===== src/rtl/dtc_map.svh =====
// Register indices, field positions, reset values and prescale counts of the timer pair
`ifndef DTC_MAP_SVH
`define DTC_MAP_SVH

// -----------------------------------------------------------------------------
// Register indices (byte address = index * 4)
// -----------------------------------------------------------------------------
`define DTC_IDX_CTRL    8'h88
`define DTC_IDX_MODE    8'h89
`define DTC_IDX_T0_LOW  8'h8A
`define DTC_IDX_T1_LOW  8'h8B
`define DTC_IDX_T0_HIGH 8'h8C
`define DTC_IDX_T1_HIGH 8'h8D
`define DTC_IDX_CLKCTL  8'h8E
`define DTC_IDX_IRQCFG  8'h8F
`define DTC_IDX_ISTAT   8'h90
`define DTC_IDX_IMASK   8'h91
`define DTC_ADDR_W      12

// -----------------------------------------------------------------------------
// Field positions
// -----------------------------------------------------------------------------
`define DTC_MODE_TIMER_ONE_GATE_ENABLE  7
`define DTC_MODE_CT1    6
`define DTC_MODE_M1     5:4
`define DTC_MODE_TIMER_ZERO_GATE_ENABLE  3
`define DTC_MODE_CT0    2
`define DTC_MODE_M0     1:0
`define DTC_CTRL_TF1    7
`define DTC_CTRL_TR1    6
`define DTC_CTRL_TF0    5
`define DTC_CTRL_TR0    4
`define DTC_CTRL_XINT   3:0
`define DTC_CLK_T1SYS   3
`define DTC_CLK_T0SYS   2
`define DTC_CLK_SCA     1:0
`define DTC_CFG_POL1    1
`define DTC_CFG_POL0    0

// -----------------------------------------------------------------------------
// Reset values and prescale counts
// -----------------------------------------------------------------------------
`define DTC_RST_BYTE    8'h00
`define DTC_DIV12_LAST  4'hB
`define DTC_DIV48_LAST  6'h2F
`define DTC_DIV4_LAST   2'h3
`define DTC_EXT8_LAST   3'h7

`endif


===== src/rtl/dtc_pkg.sv =====
// Types shared by the timer pair modules
package dtc_pkg;
`include "dtc_map.svh"

    // Timer operating modes in field order
    typedef enum logic [1:0] {
        DTC_M13,
        DTC_M16,
        DTC_M8RL,
        DTC_MSPLIT
    } dtc_mode_e;

    typedef struct packed {
        logic [7:0] mode;
        logic [7:0] tl0;
        logic [7:0] th0;
        logic [7:0] tl1;
        logic [7:0] th1;
        logic       tf1;
        logic       tr1;
        logic       tf0;
        logic       tr0;
        logic [3:0] xint;
        logic       t1sys;
        logic       t0sys;
        logic [1:0] tick_divider_select;
        logic       pol1;
        logic       pol0;
        logic [1:0] ist;
        logic [1:0] imask;
        logic [3:0] c12;
        logic [5:0] c48;
        logic [2:0] c8;
    } dtc_state_s;

    typedef struct packed {
        logic prev;
    } dtc_edge_s;

endpackage


===== src/rtl/dtc_edge.sv =====
// Edge detector for a pin already synchronous to pclk
`timescale 1ns/100ps
module dtc_edge
    import dtc_pkg::*;
(
    input  wire logic pclk,     // System clock
    input  wire logic presetn,  // Async reset, active low
    input  wire logic pin,      // Sampled pin level
    output logic      fall,     // High-to-low pulse
    output logic      rise      // Low-to-high pulse
);
    dtc_edge_s q;
    dtc_edge_s d;

    always_comb begin
        d      = q;
        d.prev = pin;
    end

    always_ff @(posedge pclk or negedge presetn) begin
        if (!presetn) begin
            q <= '{prev: 1'b0};
        end else begin
            q <= d;
        end
    end

    assign fall = q.prev & ~pin;
    assign rise = ~q.prev & pin;
endmodule // dtc_edge


===== src/rtl/dtc_top.sv =====
// Dual counter/timer with shared mode register and APB register access
`timescale 1ns/100ps
`include "dtc_map.svh"
module dtc_top
    import dtc_pkg::*;
(
    input  wire logic                    pclk,          // System clock, 100 MHz
    input  wire logic                    presetn,       // Async reset, active low
    input  wire logic                    psel,          // APB select
    input  wire logic                    penable,       // APB access phase
    input  wire logic                    pwrite,        // APB write
    input  wire logic [`DTC_ADDR_W-1:0]  paddr,         // APB byte address
    input  wire logic [31:0]             pwdata,        // APB write data
    output logic      [31:0]             prdata,        // APB read data
    output logic                         pready,        // APB ready
    output logic                         pslverr,       // APB error, unmapped
    input  wire logic                    count_pin_zero,   // Count input zero
    input  wire logic                    count_pin_one,    // Count input one
    input  wire logic                    ext_irq_zero_line,// Gate line zero
    input  wire logic                    ext_irq_one_line, // Gate line one
    input  wire logic                    ext_clk,       // External prescale clock
    input  wire logic                    vector_ack_zero,  // CPU vectored to timer zero
    input  wire logic                    vector_ack_one,   // CPU vectored to timer one
    output logic                         timer_zero_overflow_flag, // Flag zero
    output logic                         timer_one_overflow_flag,  // Flag one
    output logic                         irq            // Interrupt, active high
);
    dtc_state_s q;
    dtc_state_s d;

    logic       pin0_fall;
    logic       pin1_fall;
    logic       ext_rise;
    logic       tick4;
    logic       tick12;
    logic       tick48;
    logic       tick_ext;
    logic       presc_tick;
    logic       clk0_src;
    logic       clk1_src;
    logic       tick0;
    logic       tick1;
    logic       act0;
    logic       act1;
    logic       en0;
    logic       en1;
    logic       hi_run;
    logic       ovf0;
    logic       ovf1;
    logic       acc;
    logic       wr;
    logic       hit;
    logic       page_ok;
    logic [7:0] idx;
    logic [7:0] rbyte;
    dtc_mode_e  m0;
    dtc_mode_e  m1;

    dtc_edge u_pin0 (.pclk(pclk), .presetn(presetn), .pin(count_pin_zero), .fall(pin0_fall), .rise());
    dtc_edge u_pin1 (.pclk(pclk), .presetn(presetn), .pin(count_pin_one), .fall(pin1_fall), .rise());
    dtc_edge u_ext  (.pclk(pclk), .presetn(presetn), .pin(ext_clk), .fall(), .rise(ext_rise));

    // -------------------------------------------------------------------------
    // Tick selection and gating
    // -------------------------------------------------------------------------
    assign m0       = dtc_mode_e'(q.mode[`DTC_MODE_M0]);
    assign m1       = dtc_mode_e'(q.mode[`DTC_MODE_M1]);
    assign tick4    = (q.c48[1:0] == `DTC_DIV4_LAST);
    assign tick12   = (q.c12 == `DTC_DIV12_LAST);
    assign tick48   = (q.c48 == `DTC_DIV48_LAST);
    assign tick_ext = ext_rise & (q.c8 == `DTC_EXT8_LAST);

    always_comb begin
        case (q.tick_divider_select)
            2'h0:    presc_tick = tick12;
            2'h1:    presc_tick = tick4;
            2'h2:    presc_tick = tick48;
            default: presc_tick = tick_ext;
        endcase
    end

    assign clk0_src = q.t0sys | presc_tick;
    assign clk1_src = q.t1sys | presc_tick;
    assign tick0    = q.mode[`DTC_MODE_CT0] ? pin0_fall : clk0_src;
    assign tick1    = q.mode[`DTC_MODE_CT1] ? pin1_fall : clk1_src;
    assign act0     = q.pol0 ? ext_irq_zero_line : ~ext_irq_zero_line;
    assign act1     = q.pol1 ? ext_irq_one_line : ~ext_irq_one_line;
    assign en0      = q.tr0 & (~q.mode[`DTC_MODE_TIMER_ZERO_GATE_ENABLE] | act0);
    assign en1      = q.tr1 & (~q.mode[`DTC_MODE_TIMER_ONE_GATE_ENABLE] | act1) & (m1 != DTC_MSPLIT);
    assign hi_run   = (m0 == DTC_MSPLIT) & q.tr1 & clk0_src;

    // -------------------------------------------------------------------------
    // APB decode
    // -------------------------------------------------------------------------
    assign acc    = psel & penable;
    // Index bits above the byte field must be zero, else the access is unmapped
    assign page_ok = (paddr[`DTC_ADDR_W-1:`DTC_ADDR_W-2] == 2'h0);
    assign wr      = acc & pwrite & page_ok;
    assign idx     = paddr[`DTC_ADDR_W-3:2];
    assign pready  = 1'b1;

    always_comb begin
        hit = page_ok;
        case (idx)
            `DTC_IDX_CTRL:    rbyte = {q.tf1, q.tr1, q.tf0, q.tr0, q.xint};
            `DTC_IDX_MODE:    rbyte = q.mode;
            `DTC_IDX_T0_LOW:  rbyte = q.tl0;
            `DTC_IDX_T1_LOW:  rbyte = q.tl1;
            `DTC_IDX_T0_HIGH: rbyte = q.th0;
            `DTC_IDX_T1_HIGH: rbyte = q.th1;
            `DTC_IDX_CLKCTL:  rbyte = {4'h0, q.t1sys, q.t0sys, q.tick_divider_select};
            `DTC_IDX_IRQCFG:  rbyte = {6'h00, q.pol1, q.pol0};
            `DTC_IDX_ISTAT:   rbyte = {6'h00, q.ist};
            `DTC_IDX_IMASK:   rbyte = {6'h00, q.imask};
            default: begin
                rbyte = 8'h00;
                hit   = 1'b0;
            end
        endcase
    end

    assign prdata  = {24'h000000, rbyte};
    assign pslverr = acc & ~hit;

    // -------------------------------------------------------------------------
    // Count step: {overflow, high, low}
    // -------------------------------------------------------------------------
    function automatic logic [16:0] dtc_step(input dtc_mode_e m, input logic [7:0] hi, input logic [7:0] lo);
        logic [12:0] n13;
        logic [15:0] n16;
        n13 = {hi, lo[4:0]} + 13'h0001;
        n16 = {hi, lo} + 16'h0001;
        case (m)
            DTC_M13:  dtc_step = {&{hi, lo[4:0]}, n13[12:5], lo[7:5], n13[4:0]};
            DTC_M16:  dtc_step = {&{hi, lo}, n16};
            DTC_M8RL: dtc_step = {&lo, hi, ((&lo) ? hi : n16[7:0])};
            default:  dtc_step = {&lo, hi, n16[7:0]};
        endcase
    endfunction

    // -------------------------------------------------------------------------
    // Next state
    // -------------------------------------------------------------------------
    always_comb begin
        logic [16:0] s0;
        logic [16:0] s1;
        s0    = dtc_step(m0, q.th0, q.tl0);
        s1    = dtc_step(m1, q.th1, q.tl1);
        d     = q;
        ovf0  = 1'b0;
        ovf1  = 1'b0;
        d.c12 = tick12 ? 4'h0 : q.c12 + 4'h1;
        d.c48 = tick48 ? 6'h00 : q.c48 + 6'h01;
        if (ext_rise) begin
            d.c8 = q.c8 + 3'h1;
        end
        if (en0 && tick0) begin
            d.th0 = (m0 == DTC_MSPLIT) ? q.th0 : s0[15:8];
            d.tl0 = s0[7:0];
            ovf0  = s0[16];
        end
        if (hi_run) begin
            d.th0 = q.th0 + 8'h01;
            ovf1  = &q.th0;
        end
        if (en1 && tick1) begin
            d.th1 = s1[15:8];
            d.tl1 = s1[7:0];
            ovf1  = ovf1 | (s1[16] & (m0 != DTC_MSPLIT));
        end
        if (wr) begin
            case (idx)
                `DTC_IDX_CTRL: begin
                    d.tf1  = pwdata[`DTC_CTRL_TF1];
                    d.tr1  = pwdata[`DTC_CTRL_TR1];
                    d.tf0  = pwdata[`DTC_CTRL_TF0];
                    d.tr0  = pwdata[`DTC_CTRL_TR0];
                    d.xint = pwdata[`DTC_CTRL_XINT];
                end
                `DTC_IDX_MODE:    d.mode = pwdata[7:0];
                `DTC_IDX_T0_LOW:  d.tl0 = pwdata[7:0];
                `DTC_IDX_T1_LOW:  d.tl1 = pwdata[7:0];
                `DTC_IDX_T0_HIGH: d.th0 = pwdata[7:0];
                `DTC_IDX_T1_HIGH: d.th1 = pwdata[7:0];
                `DTC_IDX_CLKCTL: begin
                    d.t1sys = pwdata[`DTC_CLK_T1SYS];
                    d.t0sys = pwdata[`DTC_CLK_T0SYS];
                    d.tick_divider_select   = pwdata[`DTC_CLK_SCA];
                end
                `DTC_IDX_IRQCFG: begin
                    d.pol1 = pwdata[`DTC_CFG_POL1];
                    d.pol0 = pwdata[`DTC_CFG_POL0];
                end
                `DTC_IDX_ISTAT:   d.ist = q.ist & ~pwdata[1:0];
                `DTC_IDX_IMASK:   d.imask = pwdata[1:0];
                default: ;
            endcase
        end
        // Acknowledge clears, hardware set wins over any clear
        if (vector_ack_zero) begin
            d.tf0 = 1'b0;
        end
        if (vector_ack_one) begin
            d.tf1 = 1'b0;
        end
        d.tf0 = d.tf0 | ovf0;
        d.tf1 = d.tf1 | ovf1;
        d.ist = d.ist | {ovf1, ovf0};
    end

    always_ff @(posedge pclk or negedge presetn) begin
        if (!presetn) begin
            q <= '0;
        end else begin
            q <= d;
        end
    end

    assign timer_zero_overflow_flag = q.tf0;
    assign timer_one_overflow_flag  = q.tf1;
    assign irq                      = |(q.ist & q.imask);
endmodule // dtc_top


===== config.mk =====
export PLATFORM = sky130hd
export DESIGN_NAME = dtc_top
export DESIGN_NICKNAME = d
export VERILOG_FILES = /design/src/rtl/dtc_pkg.sv /design/src/rtl/dtc_edge.sv /design/src/rtl/dtc_top.sv
export VERILOG_INCLUDE_DIRS = /design/src /design/src/rtl
export SDC_FILE = /design/constraint.sdc
export NUM_CORES = 1
export LEC_CHECK = 0
export ABC_AREA = 1
export BUFFER_PORTS_ARGS = -buffer_cell sky130_fd_sc_hd__buf_2
export CORE_MARGIN = 3
export CORE_UTILIZATION = 39
export DETAILED_ROUTE_END_ITERATION = 8
export SLEW_MARGIN = 20
export SYNTH_ARGS = -nofsm -noshare
export SYNTH_HDL_FRONTEND = slang
export SYNTH_SLANG_ARGS = --single-unit

===== constraint.sdc =====
create_clock -name pclk -period 5.54 [get_ports pclk]
set_input_delay 0 -clock pclk [delete_from_list [all_inputs] [get_ports pclk]]
set_output_delay 0 -clock pclk [all_outputs]
set_load 0.05 [all_outputs]

==> results.toml, run 1 <==
[grt]
wire_length_of_the_first_global_routing_pass_um = 29900
grt_util_overall_pct = 23.5
grt_antenna_before_repair = 1
first_global_vias = 5507
grt_start_max_net_pins = 70
remaining_overflow_grt = 0

[worst_setup_path]
critical_path.cell_chain = "ha_1 -> ha_1 -> nand2_1 -> nor2_1 -> nor2_1 -> nand2_1 -> nand2_2 -> nand3_2 -> nand2_1 -> inv_1 -> nand2_1 -> nand3_1 -> nor2_1 -> nor2_1"
startpoint_type = "register"
timing_worst_setup_path_type = "reg -> reg"
cp_slowest_stage_delay_ns = 0.50
cp.required_ns = 5.78
crit_arrival_ns = 2.96
worstPathMaxFanout = 20
critical_path.endpoint_type = "register"
timing.critical_path.slowest_stage_cell = "sky130_fd_sc_hd__nand2_1"

[sta]
max_freq_mhz = 368
grt_setup_unrepaired = "false"
post-route-period-util_pct = 49.1
final_hold_viol_count = 0
clock_skew_ns = 0.0104
timing.slew.headroom_pct = 38.6
timing.final.setup_violations = 0
timing.final.ws_setup_ns = 2.82
timing_max_transition_violations_final = 0
max_slew.worst_pin.slew_ns = 0.921
fin_crit_ns = 2.72
setup_tns_ns = 0
hold-worst-slack_ns = 0.0104

[synthesis]
synth_area_um2 = 5770
netlist_top_cells_count = "sky130_fd_sc_hd__nand2_1, sky130_fd_sc_hd__inv_1, sky130_fd_sc_hd__nor2_1"
avg_inst_size_synth_um2 = 6.58
edff_count_synth = 0
synth_flop_cell = "sky130_fd_sc_hd__dfrtp_1"
netlist_instances = 877
synth_area_leaders = "sky130_fd_sc_hd__dfrtp_1, sky130_fd_sc_hd__nand2_1, sky130_fd_sc_hd__o21ai_0, sky130_fd_sc_hd__inv_1, sky130_fd_sc_hd__nor2_1"
synth_most_common_cell = "sky130_fd_sc_hd__nand2_1"
ys_types = 43
sequential_fraction_of_the_synthesis_area_pct = 32.1
ys_ff_latch = 74
synth_top_cell_area_share_pct = 32.1
synth-warning-count = 0
postSynth.asyncResetShare_pct = 100
synth.largest_area_cell = "sky130_fd_sc_hd__dfrtp_1"

[floorplanning]
ioPinCount = 93
die_w_um = 128
die_area_um2 = 16300
floorplan.core_area_um2 = 14100
initial_utilization_pct = 40.8
placementRows = 43
chipHeight_um = 128

[route]
route.antenna.remaining_nets = 0
drt_first_iter_violations = 632
num_vias = 6007
detailroute.wirelength.met3_um = 959
maxUsedRoutingLayer = "met5"
routed_wl_um = 19000
vias_per_cell = 5.42
wl_per_cell_um = 17.2
met1_length_um = 8650
wl_met2_um = 8790
drcViolationCount = 0
drt-pass1-iter-count = 8

[finish]
fin_area_um2 = 6450
layout-area-overhead-vs-synth_pct = 11.8
diodes = 0
regArea_um2 = 1850
multiInputGateArea_um2 = 3270
final_nets = 989
postLayoutCoreUtil_pct = 45.6
fillCellCount = 1527
layout.cells.non_filler = 1109
post_route_cells_drive_above_1_share_pct = 9.69

[placement]
dp_cells = 1081
gpl.final_weighted_congestion = 0.952
placement.cell_area_um2 = 6020
placement.io_buffers = 41
post-place-ws_ns = 2.82
detailed_place_hpwl_um = 14200

[clocking]
cts-buffers-inserted = 9
htree_levels = 3
clock_path_buffers = 2
worst_skew_pair.late_latency_ns = 0.35
clock-sinks = 74
post_cts_resized = 0
clk_transition_reported_paths_ns = 0.07
tritoncts_clock_tree = "yes"
ctsRootBufferMaster = "sky130_fd_sc_hd__clkbuf_16"

[power]
ir_drop_worst_case_vdd_mv = 0.262
power.density_nw_per_um2 = 206
post-layout-total-power_mw = 1.33
power.leakage_nw = 3.14

[flow_run]
timing.max_cap.violations = 0

[worst_hold_path]
hold_path_class = "in -> reg"

[run_status]
outcome = "finished clean"
registers in the layout (all words and copies together), names as in the netlist:
signal / flops
timer_one_overflow_flag: 1
q: 65
u_ext.q: 1
m0: 2
timer_zero_overflow_flag: 1
m1: 2
u_pin0.q: 1
u_pin1.q: 1
final timing paths:
check / startpoint / endpoint / slack [ns] / cells after the start
setup / recovery: q[0] / q[44] / 2.82 / 14
hold reg to reg: q[9] / q[9] / 0.46 / 1
max in group asynchronous: presetn / q[61] / 4.53 / 3
hold / removal: pwdata[3] / q[50] / 0.01 / 3
setup reg to reg: q[0] / q[44] / 2.82 / 14
min in group asynchronous: presetn / q[32] / 0.41 / 3
cells in the final DEF (no fill, tap or decap), types with 6 or more instances in the layout:
cell type,n
sky130_fd_sc_hd__nor2_1,108
sky130_fd_sc_hd__nand2_2,8
sky130_fd_sc_hd__o22ai_1,26
sky130_fd_sc_hd__nand4_1,18
sky130_fd_sc_hd__o21ai_0,92
sky130_fd_sc_hd__nand3_1,65
sky130_fd_sc_hd__dlygate4sd3_1,12
sky130_fd_sc_hd__dfrtp_1,74
sky130_fd_sc_hd__nor2_2,6
sky130_fd_sc_hd__buf_2,40
sky130_fd_sc_hd__xor2_1,9
sky130_fd_sc_hd__a21oi_1,41
sky130_fd_sc_hd__nand2_1,202
sky130_fd_sc_hd__clkbuf_16,9
sky130_fd_sc_hd__ha_1,9
sky130_fd_sc_hd__conb_1,25
sky130_fd_sc_hd__inv_1,115
what timing repair did:
| action | in CTS | in global routing |
|---|---|---|
| hold endpoints to repair | 22 | 0 |
| hold buffers | 12 | 0 |
| buffers inserted | 0 | 0 |
area by class of cell:
class                      count  area share, %
multi-input combinational    665           50.8
sequential                    74           28.7
tap                          180           3.49
timing repair buffer          54           5.20
clock inverter                 7           1.30
inverter                     120           6.99
clock buffer                   9           3.49
report_power, final:
| part | internal (mW) | total, mW | switching, mW |
|---|---|---|---|
| Clock | 0.358 | 0.622 | 0.265 |
| Combinational | 0.0379 | 0.136 | 0.0978 |
| Sequential | 0.556 | 0.567 | 0.0115 |
logic make-up after synthesis:
family	after synthesis	synth area share [%]
AND/OR/NAND/NOR	428	32.5
XOR/XNOR	13	1.97
other	2	0.130
buffers and inverters	161	12.6
multiplexers	2	0.390
AO/OA/AOI/OAI	188	18.3
flip-flops	74	32.1
adder cells (fa/ha/maj)	9	1.95
metal layers:
metal | up-vias | GRT usage, %
met4 | 2 | 9.55
met5 | - | 0
met2 | 211 | 36.9
li1 | 2952 | -
met3 | 39 | 3.72
met1 | 2803 | 32.5
worst max-delay path, delay by kind of cell, from the launching register on:
family        cells  cell delay [ns]
fa+ha+maj         2             0.38
buf+inv           1             0.42
flops             1             0.40
simple gates     11             1.42
(Power assumes the default switching activity.)
==> run 2, diff against run 1 <==
--- a/config.mk
+++ b/config.mk
@@ -6,7 +6,7 @@
 export SDC_FILE = /design/constraint.sdc
 export NUM_CORES = 1
 export LEC_CHECK = 0
-export ABC_AREA = 1
+export ABC_AREA = 0
 export BUFFER_PORTS_ARGS = -buffer_cell sky130_fd_sc_hd__buf_2
 export CORE_MARGIN = 3
 export CORE_UTILIZATION = 39
==> constraint.sdc (replaced) <==
create_clock -name pclk -period 2.58 [get_ports pclk]
set_input_delay 0 -clock pclk [delete_from_list [all_inputs] [get_ports pclk]]
set_output_delay 0 -clock pclk [all_outputs]
set_load 0.05 [all_outputs]
==> results.toml, run 2 <==
[run_status]
outcome = "finished clean"

[placement]
placement.cell_area_um2 = 5720
placement.io_buffers = 41
gpl.final_weighted_congestion = 0.904
detailed_place_hpwl_um = 11400

[power]
p_int_mw = 2.02
total_switching_power_mw = 0.724
post-layout-total-power_mw = 2.74
pwr-share-clk_pct = 44.5
netSwitchingFraction_pct = 26.4
power.density_nw_per_um2 = 450
share_comb_of_total_power_pct = 10.9
power_frac_seq_pct = 44.6
power.leakage_nw = 2.61
ir_drop_worst_case_vdd_mv = 0.226

[sta]
post-route-period-util_pct = 93.9
max_freq_mhz = 413
timing.slew.headroom_pct = 33.8
setup_tns_ns = 0
timing.final.setup_violations = 0
clock_skew_ns = 0.00609
fin_crit_ns = 2.42
hold-worst-slack_ns = 0.0109
grt_setup_unrepaired = "false"
timing_max_transition_violations_final = 0
final_hold_viol_count = 0
max_slew.worst_pin.slew_ns = 0.994

[floorplanning]
ioPinCount = 93
initial_utilization_pct = 40.5
placementRows = 42
die_w_um = 124
floorplan.core_area_um2 = 13400
die_area_um2 = 15400
chipHeight_um = 124

[grt]
wire_length_of_the_first_global_routing_pass_um = 25000
remaining_overflow_grt = 0
first_global_vias = 4533
grt_start_max_net_pins = 75
grt_util_overall_pct = 21.3
grt_antenna_before_repair = 0

[synthesis]
synth_top_cell_area_share_pct = 34.2
avg_inst_size_synth_um2 = 8.82
synth_flop_cell = "sky130_fd_sc_hd__dfrtp_1"
synth_most_common_cell = "sky130_fd_sc_hd__dfrtp_1"
synth_area_leaders = "sky130_fd_sc_hd__dfrtp_1, sky130_fd_sc_hd__mux2_2, sky130_fd_sc_hd__nand2_1, sky130_fd_sc_hd__nor2_1, sky130_fd_sc_hd__buf_4"
ys_ff_latch = 74
netlist_instances = 615
sequential_fraction_of_the_synthesis_area_pct = 34.2
synth_area_um2 = 5420
netlist_top_cells_count = "sky130_fd_sc_hd__dfrtp_1, sky130_fd_sc_hd__nand2_1, sky130_fd_sc_hd__nor2_1"
edff_count_synth = 0
synth.largest_area_cell = "sky130_fd_sc_hd__dfrtp_1"
ys_types = 71
postSynth.asyncResetShare_pct = 100
synth-warning-count = 0

[route]
drcViolationCount = 0
vias_per_cell = 5.85
route.antenna.remaining_nets = 0
routed_wl_um = 15700
drt_first_iter_violations = 482
drt-pass1-iter-count = 5
num_vias = 4870
wl_per_cell_um = 18.9

[clocking]
tritoncts_clock_tree = "yes"
ctsRootBufferMaster = "sky130_fd_sc_hd__clkbuf_16"
htree_levels = 3
clk_transition_reported_paths_ns = 0.06
post_cts_buffers = 0
worst_skew_pair.late_latency_ns = 0.34
clock-sinks = 74
clock_path_buffers = 2
cts-buffers-inserted = 9

[worst_hold_path]
hold_path_class = "in -> reg"

[finish]
largest_register_ffs = 65
largest-register = "q"
final_cell_mix = "sky130_fd_sc_hd__dfrtp_1, sky130_fd_sc_hd__nand2_1, sky130_fd_sc_hd__nor2_1"
final_common_cell = "sky130_fd_sc_hd__dfrtp_1"
fin_area_um2 = 6090
post_route_cells_drive_above_1_share_pct = 20.4
final_nets = 718
postLayoutCoreUtil_pct = 45.4
diodes = 0
layout-area-overhead-vs-synth_pct = 12.3
fillCellCount = 1321

[worst_setup_path]
worstPathMaxFanout = 6
timing_worst_setup_path_type = "reg -> reg"
crit_arrival_ns = 2.68
worstRegToRegCells = 6
startpoint_type = "register"
worstSetupEndpoint = "q[31]"
reg2reg_setup_slack_ns = 0.16
timing.rr.start = "q[40]"
crit_path_start = "q[40]"
critical_path.endpoint_type = "register"
crit-reg2reg-capture = "q[31]"
cp.required_ns = 2.83

[flow_run]
timing.max_cap.violations = 0
## run 2: kinds of logic (layout without fill, tap and decap cells)
family,Yosys count,in the layout,share of synthesized area (%)
and+or+nand+nor,239,239,23.5
AOI/OAI and AO/OA,142,142,17.0
DFF,74,74,34.2
buffers and inverters,73,91,7.18
muxes,62,62,13.7
xor gates and xnor gates,14,14,2.26
adders and majority gates,9,9,2.08
other,2,25,0.139
## run 2: power by group through the flow
stage	logic, mW	clock network (mW)	registers, mW
floorplan	0.228	0	1.23
global placement	0.281	0	1.24
detailed placement	0.290	0	1.24
CTS	0.302	1.25	1.22
global route	0.329	1.30	1.23
finish	0.299	1.22	1.22
## run 2: worst max-delay path, cell delays in order, from the launching register on
cell,delay (ns)
sky130_fd_sc_hd__dfrtp_1,0.45
sky130_fd_sc_hd__ha_1,0.38
sky130_fd_sc_hd__nand3_1,0.20
sky130_fd_sc_hd__or2_0,0.38
sky130_fd_sc_hd__or4b_1,0.52
sky130_fd_sc_hd__a31o_1,0.22
sky130_fd_sc_hd__a31oi_1,0.18
## run 2: layout make-up
cell class / instances / area [µm²] / area share (%)
Tap cell: 176 / 220 / 3.62
Sequential cell: 74 / 1850 / 30.4
Timing Repair Buffer: 67 / 425 / 6.99
Clock buffer: 10 / 229 / 3.76
Multi-Input combinational cell: 491 / 3280 / 53.9
Clock inverter: 4 / 45.0 / 0.740
Inverter: 10 / 37.5 / 0.617
## run 2: metrics by stage
stage                     cells  setup WS [ns]
after detailed placement    809          0.160
final                       832          0.157
after floorplan             638          0.485
after global placement      809          0.219
after CTS                   832          0.148
after global routing        832         0.0181
## run 2: how the worst min path moves through the flow
stage | slack, ns | depth (start not counted) | startpoint | endpoint
2_1_floorplan | -0.30 | 0 | presetn | m0[0]
3_3_place_gp | 0.12 | 1 | count_pin_zero | u_pin0.q
3_5_place_dp | 0.12 | 1 | count_pin_zero | u_pin0.q
4_1_cts | 0.002 | 3 | pwdata[5] | q[36]
5_1_grt | 0.02 | 3 | pwdata[5] | q[60]
6_report | 0.01 | 3 | pwdata[5] | q[36]
## run 2: repair_timing
| action | CTS | global route |
|---|---|---|
| hold endpoints to repair | 86 | 0 |
| gates resized for setup | 0 | 1 |
| hold buffers | 9 | 0 |
| setup endpoints to repair | 0 | 5 |
## run 2: metal layers
layer  global-route usage [%]  share of wire, %  vias up
met3                     3.72               6.0       26
met1                     31.6                46     2390
met5                        0                 0        -
met2                     31.4                46      168
met4                     7.12               2.1        0
li1                         -                 -     2286
==> run 3, diff against run 2 <==
--- a/config.mk
+++ b/config.mk
@@ -10,6 +10,7 @@
 export BUFFER_PORTS_ARGS = -buffer_cell sky130_fd_sc_hd__buf_2
 export CORE_MARGIN = 3
 export CORE_UTILIZATION = 39
+export CTS_BUF_LIST = sky130_fd_sc_hd__clkbuf_4
 export DETAILED_ROUTE_END_ITERATION = 8
 export SLEW_MARGIN = 20
 export SYNTH_ARGS = -nofsm -noshare
==> results.toml, run 3 (synthesized netlist as in run 2, its figures left out) <==
[run_status]
outcome = "finished clean"

[route]
num_vias = 4912
wl_per_cell_um = 18.8
drcViolationCount = 0
drt_first_iter_violations = 452
routed_wl_um = 15900
route.antenna.remaining_nets = 0
vias_per_cell = 5.81
drt-pass1-iter-count = 5

[sta]
setup_tns_ns = 0
grt_setup_unrepaired = "false"
timing_max_transition_violations_final = 0
max_slew.worst_pin.slew_ns = 0.991
final_hold_viol_count = 0
max_freq_mhz = 410
timing.final.setup_violations = 0
timing.final.ws_setup_ns = 0.140
fin_crit_ns = 2.44
clock_skew_ns = 0.0195
post-route-period-util_pct = 94.6
timing.slew.headroom_pct = 33.9

[placement]
post-place-ws_ns = 0.160
detailed_place_hpwl_um = 11400
gpl.final_weighted_congestion = 0.904
placement.io_buffers = 41
placement.cell_area_um2 = 5720

[finish]
final_nets = 732
largest_register_ffs = 65
layout-area-overhead-vs-synth_pct = 11.9
final_cell_mix = "sky130_fd_sc_hd__dfrtp_1, sky130_fd_sc_hd__nand2_1, sky130_fd_sc_hd__nor2_1"
postLayoutCoreUtil_pct = 45.3
largest-register = "q"
final_common_cell = "sky130_fd_sc_hd__dfrtp_1"
fin_area_um2 = 6070
post_route_cells_drive_above_1_share_pct = 21.9
diodes = 0

[flow_run]
timing.max_cap.violations = 0

[clocking]
tritoncts_clock_tree = "yes"
htree_levels = 3
clock_path_buffers = 2
worst_skew_pair.late_latency_ns = 0.45
cts-buffers-inserted = 9
ctsRootBufferMaster = "sky130_fd_sc_hd__clkbuf_4"
clk_transition_reported_paths_ns = 0.12
clock-sinks = 74

[worst_hold_path]
whs_endpoint = "q[15]"
hold_path_class = "in -> reg"
worstHoldStart = "paddr[6]"
whs_path_depth = 6

[worst_setup_path]
critical_path.endpoint_type = "register"
crit_arrival_ns = 2.81
timing.rr.start = "q[3]"
startpoint_type = "register"
timing_worst_setup_path_type = "reg -> reg"
cp.required_ns = 2.95
reg2reg_setup_slack_ns = 0.14
worstRegToRegCells = 7
worstPathMaxFanout = 6
crit-reg2reg-capture = "q[31]"

[floorplanning]
placementRows = 42
chipHeight_um = 124
floorplan.core_area_um2 = 13400
ioPinCount = 93
die_w_um = 124
die_area_um2 = 15400
initial_utilization_pct = 40.5

[power]
ir_drop_worst_case_vdd_mv = 0.270
netSwitchingFraction_pct = 29.8
total_switching_power_mw = 0.672
share_comb_of_total_power_pct = 13.9
p_int_mw = 1.59
power.density_nw_per_um2 = 372
power.leakage_nw = 2.61
pwr-share-clk_pct = 32.1
power_frac_seq_pct = 54.0

[grt]
remaining_overflow_grt = 0
wire_length_of_the_first_global_routing_pass_um = 25000
first_global_vias = 4544
grt_util_overall_pct = 21.3
grt_antenna_before_repair = 0
grt_start_max_net_pins = 75
==> run 3: changes by cell type in the layout (fill, tap and decap cells not counted), sizes merged <==
cell and delta:
dlygate4sd3 +6, buf +8
==> run 3: critical path, cell delays in order, from the launching register on <==
cell and delay [ns]:
sky130_fd_sc_hd__dfrtp_1 0.42, sky130_fd_sc_hd__ha_1 0.29, sky130_fd_sc_hd__nand3b_2 0.18, sky130_fd_sc_hd__o2111ai_2 0.30
sky130_fd_sc_hd__nand3_2 0.22, sky130_fd_sc_hd__or4b_1 0.55, sky130_fd_sc_hd__a31o_1 0.22, sky130_fd_sc_hd__a31oi_1 0.18
==> run 3: power by group through the flow <==
| stage | sequential (mW) | clock, mW | combinational, mW |
|---|---|---|---|
| floorplan | 1.23 | 0 | 0.228 |
| global placement | 1.24 | 0 | 0.281 |
| detailed placement | 1.24 | 0 | 0.290 |
| CTS | 1.22 | 0.740 | 0.308 |
| global route | 1.22 | 0.792 | 0.345 |
| finish | 1.22 | 0.724 | 0.314 |
==> run 3: cell type report <==
class	instances	area, µm²
Multi-Input combinational cell	491	3290
Clock inverter	4	45.0
Inverter	10	37.5
Clock buffer	10	75.1
Tap cell	176	220
Timing Repair Buffer	81	549
Sequential cell	74	1850
Fill cell	1316	7330
==> run 3: worst max path at each step <==
| stage | from | endpoint | slack, ns |
|---|---|---|---|
| floorplan | q[0] | q[59] | 0.49 |
| global placement | q[3] | q[53] | 0.22 |
| detailed placement | q[3] | q[53] | 0.16 |
| CTS | q[3] | timer_zero_overflow_flag | 0.02 |
| global route | q[9] | q[49] | 0.0003 |
| finish | q[3] | q[31] | 0.14 |
==> run 3: stage by stage <==
stage | cells | power [mW] | hold WS, ns
after floorplan | 638 | 1.46 | -0.296
after global routing | 846 | 2.36 | 0.0324
after global placement | 809 | 1.52 | 0.122
after detailed placement | 809 | 1.53 | 0.125
final | 846 | 2.26 | 0.0487
after CTS | 838 | 2.27 | 0.0174
==> run 3: per-layer routing <==
layer / global-route usage [%] / vias to the layer above / wire length, µm
li1: - / 2312 / -
met1: 31.5 / 2404 / 7270
met2: 31.7 / 172 / 7360
met3: 3.95 / 24 / 954
met4: 6.43 / 0 / 300
met5: 0 / - / 0
==> run 3: timing repair <==
| item | in CTS | in global routing |
|---|---|---|
| setup endpoints to repair | 0 | 6 |
| gates resized for setup | 0 | 6 |
| hold endpoints to repair | 123 | 0 |
| hold buffers | 15 | 0 |
| setup buffers | 0 | 8 |
